## config.mk

```make
export PLATFORM = sky130hd
export DESIGN_NAME = slot_capabilities_register
export DESIGN_NICKNAME = d
export VERILOG_FILES = /design/src/design/slot_cap_pkg.sv /design/src/design/slot_capabilities_register.sv
export SDC_FILE = /design/constraint.sdc
export NUM_CORES = 1
export LEC_CHECK = 0
export BUFFER_PORTS_ARGS = -buffer_cell sky130_fd_sc_hd__clkbuf_2
export CAP_MARGIN = 10
export CORE_UTILIZATION = 45
export DETAILED_ROUTE_END_ITERATION = 6
export PLACE_DENSITY = 0.69
export RECOVER_POWER = 50
export SYNTH_ARGS = -nofsm -noshare
export SYNTH_HDL_FRONTEND = slang
export SYNTH_SLANG_ARGS = --single-unit
```

## constraint.sdc

```tcl
create_clock -name hclk -period 3 [get_ports hclk]
set_input_delay 0.9 -clock hclk [delete_from_list [all_inputs] [get_ports hclk]]
set_output_delay 0.9 -clock hclk [all_outputs]
set_load 0.01 [all_outputs]
```

## src/design/slot_cap_pkg.sv

```systemverilog
/*
 slot capabilities register: offsets, field positions, reset values, encodings.
 assumes a 32-bit AHB-Lite register bus and word-aligned registers.
*/
package slot_cap_pkg;
    // register byte addresses
    localparam logic [11:0] SLOT_CAP_OFF   = 12'h054;
    localparam logic [11:0] SLOT_CFG_OFF   = 12'h100; // slot/lock control
    localparam logic [11:0] MSG_STAT_OFF   = 12'h104; // message counter and status
    // slot capabilities field positions
    localparam int ATTN_BTN_BIT    = 0;
    localparam int PWR_CTRL_BIT    = 1;
    localparam int LATCH_SNS_BIT   = 2;
    localparam int ATTN_IND_BIT    = 3;
    localparam int PWR_IND_BIT     = 4;
    localparam int SURPRISE_BIT    = 5;
    localparam int HOTPLUG_BIT     = 6;
    localparam int LIMIT_VAL_LSB   = 7;
    localparam int LIMIT_VAL_MSB   = 14;
    localparam int LIMIT_SCL_LSB   = 15;
    localparam int LIMIT_SCL_MSB   = 16;
    localparam int INTERLOCK_BIT   = 17;
    localparam int NO_CMD_DONE_BIT = 18;
    localparam int SLOT_ID_LSB     = 19;
    localparam int SLOT_ID_MSB     = 31;
    // control register field positions
    localparam int CFG_SLOT_BIT    = 0;  // slot implemented
    localparam int CFG_LOCK_BIT    = 1;  // locked fields read-only
    // write masks of slot capabilities
    localparam logic [31:0] LOCKED_MASK  = 32'hFFFA007F;
    localparam logic [31:0] LIMIT_MASK   = 32'h0001FF80;
    localparam logic [31:0] SLOT_CAP_RST = 32'h00000000;
    localparam logic [1:0]  SLOT_CFG_RST = 2'h2; // no slot, locked
    // power limit scale encodings
    localparam logic [1:0] SCALE_X1    = 2'h0;
    localparam logic [1:0] SCALE_XP1   = 2'h1;
    localparam logic [1:0] SCALE_XP01  = 2'h2;
    localparam logic [1:0] SCALE_XP001 = 2'h3;
    // AHB encodings
    localparam logic [1:0] HTRANS_NONSEQ = 2'h2;
    localparam logic [1:0] HTRANS_SEQ    = 2'h3;
endpackage : slot_cap_pkg

```

## src/design/slot_capabilities_register.sv

```systemverilog
/*
 slot capabilities register bank with power limit message trigger.
 assumes one AHB-Lite master, a link state input on hclk, and a message
 sender that accepts a request with msg_valid/msg_ready.
*/
// Our own choice: the AHB-Lite slave port.
`timescale 1ns/100ps
// Behaviour
// - bits 0..4 flag attention button, power controller, latch sensor, indicators
// - with no slot implemented the whole register reads zero, ignores writes
// - bit 5 flags surprise removal permitted
// - bit 6 flags hot-plug capable slot
// - bits 14:7 read-write power limit value, reset zero
// - bits 16:15 read-write power limit scale, four decimal scales
// - a software write sends a power limit message with current fields; writes while one is pending or being sent queue one more, shared by later ones
// - link entering data-link-up sends a power limit message too
// - bit 17 flags electromechanical interlock present
// - bit 18 always zero, command completion is always notified
// - bits 31:19 physical slot number, reset zero
module slot_capabilities_register
    import slot_cap_pkg::*;
(
    // clock and reset
    input  wire logic        hclk,
    input  wire logic        hresetn,
    // ahb-lite slave
    input  wire logic        hsel,
    input  wire logic [11:0] haddr,
    input  wire logic [1:0]  htrans,
    input  wire logic        hwrite,
    input  wire logic [2:0]  hsize,
    input  wire logic [31:0] hwdata,
    input  wire logic        hready,
    output logic      [31:0] hrdata,
    output logic             hreadyout,
    output logic             hresp,
    // link state, same clock domain
    input  wire logic        link_dl_up,
    // power limit message request
    output logic             msg_valid,
    input  wire logic        msg_ready,
    output logic      [7:0]  msg_limit_value,
    output logic      [1:0]  msg_limit_scale
);
    import slot_cap_pkg::*;

    typedef enum logic [0:0] {MSG_IDLE, MSG_SEND} msg_state_t;

    logic        wr_pend_reg;
    logic [11:0] addr_reg;
    logic [31:0] cap_reg;
    logic [1:0]  cfg_reg;
    logic        dl_up_reg;
    logic        msg_pend_reg;
    logic [7:0]  msg_count_reg;
    msg_state_t  state_reg;
    logic [31:0] cap_view;
    logic [31:0] cap_next;
    logic        cap_write;
    logic        dl_rise;
    logic        addr_ok;

    // decode of a taken address phase
    function automatic logic taken(input logic s, input logic [1:0] t, input logic r);
        taken = s && r && (t == HTRANS_NONSEQ || t == HTRANS_SEQ);
    endfunction : taken

    // bus answer, write strobe and link edge
    assign addr_ok   = taken(hsel, htrans, hready);
    assign hreadyout = 1'b1;  // zero wait states
    assign hresp     = 1'b0;  // always okay
    assign cap_write = wr_pend_reg && (addr_reg == SLOT_CAP_OFF) && cfg_reg[CFG_SLOT_BIT];
    assign dl_rise   = link_dl_up && !dl_up_reg;

    // read view gated by slot implemented
    always_comb
    begin
        cap_view = cfg_reg[CFG_SLOT_BIT] ? cap_reg : 32'h00000000;
        cap_view[NO_CMD_DONE_BIT] = 1'b0;
    end

    // locked fields skip writes while locked
    always_comb
    begin
        cap_next = cap_reg;
        if (cfg_reg[CFG_LOCK_BIT])
        begin
            cap_next = (cap_reg & ~LIMIT_MASK) | (hwdata & LIMIT_MASK);
        end
        else
        begin
            cap_next = (cap_reg & ~(LIMIT_MASK | LOCKED_MASK))
                     | (hwdata & (LIMIT_MASK | LOCKED_MASK));
        end
    end

    // address phase capture
    always_ff @(posedge hclk or negedge hresetn)
    begin
        if (!hresetn)
        begin
            wr_pend_reg <= 1'b0;
            addr_reg    <= 12'h000;
        end
        else
        begin
            wr_pend_reg <= addr_ok && hwrite;
            if (addr_ok)
            begin
                addr_reg <= {haddr[11:2], 2'h0};
            end
        end
    end

    always_ff @(posedge hclk or negedge hresetn)
    begin
        if (!hresetn)
        begin
            cap_reg <= SLOT_CAP_RST;
        end
        else if (cap_write)
        begin
            cap_reg <= cap_next;
        end
    end

    // control register: slot implemented and lock
    always_ff @(posedge hclk or negedge hresetn)
    begin
        if (!hresetn)
        begin
            cfg_reg <= SLOT_CFG_RST;
        end
        else if (wr_pend_reg && addr_reg == SLOT_CFG_OFF)
        begin
            cfg_reg <= hwdata[1:0];
        end
    end

    // read data registered at address phase
    always_ff @(posedge hclk or negedge hresetn)
    begin
        if (!hresetn)
        begin
            hrdata <= 32'h00000000;
        end
        else if (addr_ok && !hwrite)
        begin
            case ({haddr[11:2], 2'h0})
                SLOT_CAP_OFF: hrdata <= cap_view;
                SLOT_CFG_OFF: hrdata <= {30'h0, cfg_reg};
                MSG_STAT_OFF: hrdata <= {22'h0, msg_pend_reg, msg_valid, msg_count_reg};
                default:      hrdata <= 32'h00000000;
            endcase
        end
    end

    // link state edge detect
    always_ff @(posedge hclk or negedge hresetn)
    begin
        if (!hresetn)
        begin
            dl_up_reg <= 1'b0;
        end
        else
        begin
            dl_up_reg <= link_dl_up;
        end
    end

    // pending trigger; a new trigger wins over the send
    always_ff @(posedge hclk or negedge hresetn)
    begin
        if (!hresetn)
        begin
            msg_pend_reg <= 1'b0;
        end
        else if (cap_write || dl_rise)
        begin
            msg_pend_reg <= 1'b1;
        end
        else if (state_reg == MSG_IDLE)
        begin
            msg_pend_reg <= 1'b0;
        end
    end

    // message sender: latches fields, holds until accepted
    always_ff @(posedge hclk or negedge hresetn)
    begin
        if (!hresetn)
        begin
            state_reg       <= MSG_IDLE;
            msg_limit_value <= 8'h00;
            msg_limit_scale <= SCALE_X1;
            msg_count_reg   <= 8'h00;
        end
        else
        begin
            case (state_reg)
                MSG_IDLE:
                begin
                    if (msg_pend_reg)
                    begin
                        state_reg       <= MSG_SEND;
                        msg_limit_value <= cap_view[LIMIT_VAL_MSB:LIMIT_VAL_LSB];
                        msg_limit_scale <= cap_view[LIMIT_SCL_MSB:LIMIT_SCL_LSB];
                    end
                end
                MSG_SEND:
                begin
                    if (msg_ready)
                    begin
                        state_reg     <= MSG_IDLE;
                        msg_count_reg <= msg_count_reg + 8'h01;
                    end
                end
                default: state_reg <= MSG_IDLE;
            endcase
        end
    end

    // request stands for the whole send state
    assign msg_valid = (state_reg == MSG_SEND);
endmodule : slot_capabilities_register

```

==> flow_metrics.tcl <==
set metrics [dict create \
    cts.sinks 96 \
    maxCapViolations 0 \
    power.leakage_nw 2.31 \
    fin_cells 537 \
    hold_viol 0 \
    synth-seq-area-share 0.598 \
    clk_pin_slew_ps 90 \
    cts_tree "yes" \
    met1_usage 0.247 \
    fin_nets 481 \
    viasPerCell 5.11 \
    whs_ps 483 \
    power_mw 2.78 \
    synthToLayoutAreaGrowth_pct 18.2 \
    grt_use_met3 0.0344 \
    drv_slew 0 \
    postRouteAntennaNets 0 \
    clockRootBuffer "clkbuf_8" \
    grt_use_total 0.189 \
    die_h_um 96.5 \
    die_width_um 96.5 \
    wl_per_cell_um 15.1 \
    fill_cells 760 \
    slew_headroom 0.195 \
    grt_pass1_vias 2813 \
    yosys_warnings 0 \
    synthCells 335 \
    drt_iter0_drc 65 \
    dp_hpwl_um 5670 \
    met2_usage 0.310 \
    cts_buffers 9 \
    top_usage_layer "met2" \
    via_count 2742 \
    avgSynthCellArea_um2 12.0 \
    design_area_mm2 0.00475 \
    design.die.area_mm2 0.00932 \
    globalplace.congestion 0.735 \
    final_core_util 0.548 \
    diodes 0 \
    synth-edff-count 0 \
    grt_max_degree 49 \
    finalCritPeriodShare 0.731 \
    clkLatencyLatePin_ps 350 \
    criticalPathCategory "reg2reg" \
    pre_cts_slack_ps 624 \
    crit_fanout 21 \
    drcViolationCount 0 \
    io_buffers 90 \
    timing.critical_path.from_type "flip-flop" \
    setup_violations 0 \
    ioPinCount 101 \
    placed_area_mm2 0.00457 \
    max_freq_mhz 456 \
    postCtsSetupRepairBufs 0 \
    gr-total-overflow 0 \
    cts-resized-gates 0 \
    antenna_found_initial 0 \
    grt_pass1_wl_um 13200 \
    min_path_type "reg2reg" \
    rsz0062_at_grt "false" \
    cts_max_level 3 \
    start_util 0.464 \
    ir_worst_vdd_v 0.000305 \
    std_cell_rows 34 \
    ys_ff_latch 96 \
    p_per_area_mw_per_mm2 584 \
    finalCriticalPeriod_ps 2190 \
    wirelength_um 8130 \
    first_pass_iters 4 \
    end_kind "flip-flop" \
    synthDistinctLibCells 39 \
    async_flop_share 1.00 \
    worstMarginPinSlew_ps 1210 \
    critPathRequiredTime_ps 3240 \
    arrival_ps 2430 \
    finalWorstSetupSlack_ps 806 \
    tns_ps 0 \
    core-area_mm2 0.00868 \
    dp.cells 521 \
    synth_area_mm2 0.00402 \
    synth_ff_type "dfrtp_1" \
    cts_hold_buf 0 \
    layout-drive-gt1-share 0.424 \
    skew_ps 7.65 \
    clock_path_buffers 2 \
    status "finished clean" \
]
-- cell type report --
class	count	area [µm²]	share of cell area
clock buffer	13	159	0.0334
clock inverter	3	40.0	0.00842
inverter	2	7.51	0.00158
multi-input combinational	217	1500	0.315
sequential	96	2400	0.506
tap	108	135	0.0284
timing repair buffer	98	513	0.108
-- kinds of logic (layout without fill, tap and decap cells) --
| group | after synthesis | after routing | share of synthesized area |
|---|---|---|---|
| xor gates and xnor gates | 7 | 7 | 0.0152 |
| AOI/OAI and AO/OA | 53 | 53 | 0.0970 |
| muxes | 46 | 46 | 0.128 |
| buffers and inverters | 23 | 116 | 0.0323 |
| DFF | 96 | 96 | 0.598 |
| other | 2 | 3 | 0.00187 |
| and+or+nand+nor | 107 | 107 | 0.125 |
| adders and majority gates | 1 | 1 | 0.00311 |
-- metal layers --
metal,routed length (µm),share of wire
met5,0,0
met4,174,0.021
met3,441,0.054
met2,3770,0.46
met1,3740,0.46
-- cells in the mapped netlist (all sizes together), types with 3 or more instances --
library cell / number / area (µm²)
mux2: 44 / 495
nor2: 7 / 28.8
dfrtp: 95 / 2380
o31ai: 10 / 75.1
xnor2: 5 / 43.8
clkbuf: 10 / 37.5
buf: 11 / 85.1
nand3: 7 / 35.0
nand2: 77 / 299
o21ai: 31 / 230
a22oi: 9 / 67.6
nand2b: 3 / 18.8
-- critical path, cell delays in order (launching register included) --
cell,delay (ps)
dfrtp_1,400
nor4b_2,320
nand4_1,140
clkbuf_1,350
nor2_2,170
buf_4,320
mux2_2,380
-- where the power goes --
part | total [mW] | internal, mW | switching, mW
registers | 1.55 | 1.43 | 0.126
logic | 0.370 | 0.174 | 0.196
clock network | 0.855 | 0.430 | 0.425
-- final timing paths --
check / slack [ps] / cells after the start / startpoint / end
min in group asynchronous: 790 / 1 / hresetn / msg_limit_scale[0]$_DFFE_PN0P_
setup reg to reg: 810 / 6 / addr_reg[9]$_DFFE_PN0N_ / cap_reg[20]$_DFFE_PN0P_
setup / recovery: 810 / 6 / addr_reg[9]$_DFFE_PN0N_ / cap_reg[20]$_DFFE_PN0P_
hold / removal: 480 / 2 / hrdata[7]$_DFFE_PN0P_ / hrdata[7]$_DFFE_PN0P_
hold reg to reg: 480 / 2 / hrdata[7]$_DFFE_PN0P_ / hrdata[7]$_DFFE_PN0P_
max in group asynchronous: 900 / 2 / hresetn / msg_count_reg[4]$_DFFE_PN0P_
-- placed cells by master, fill, tap and decap left out, types with 2 or more instances in the layout --
cell type	instances
buf_4	5
mux2i_1	2
nor2_1	5
xnor2_1	5
o21ai_0	11
dfrtp_1	95
xor2_1	2
mux2_2	44
clkbuf_1	6
a21oi_1	2
o31ai_1	10
clkbuf_2	88
nand2_1	75
clkbuf_8	11
nand2b_1	3
a22oi_1	9
conb_1	3
and4b_1	2
inv_1	2
o21ai_2	20
nor2_2	2
nand3_1	7
clkinv_2	2
Note: power is estimated with default switching activity, not from simulation.
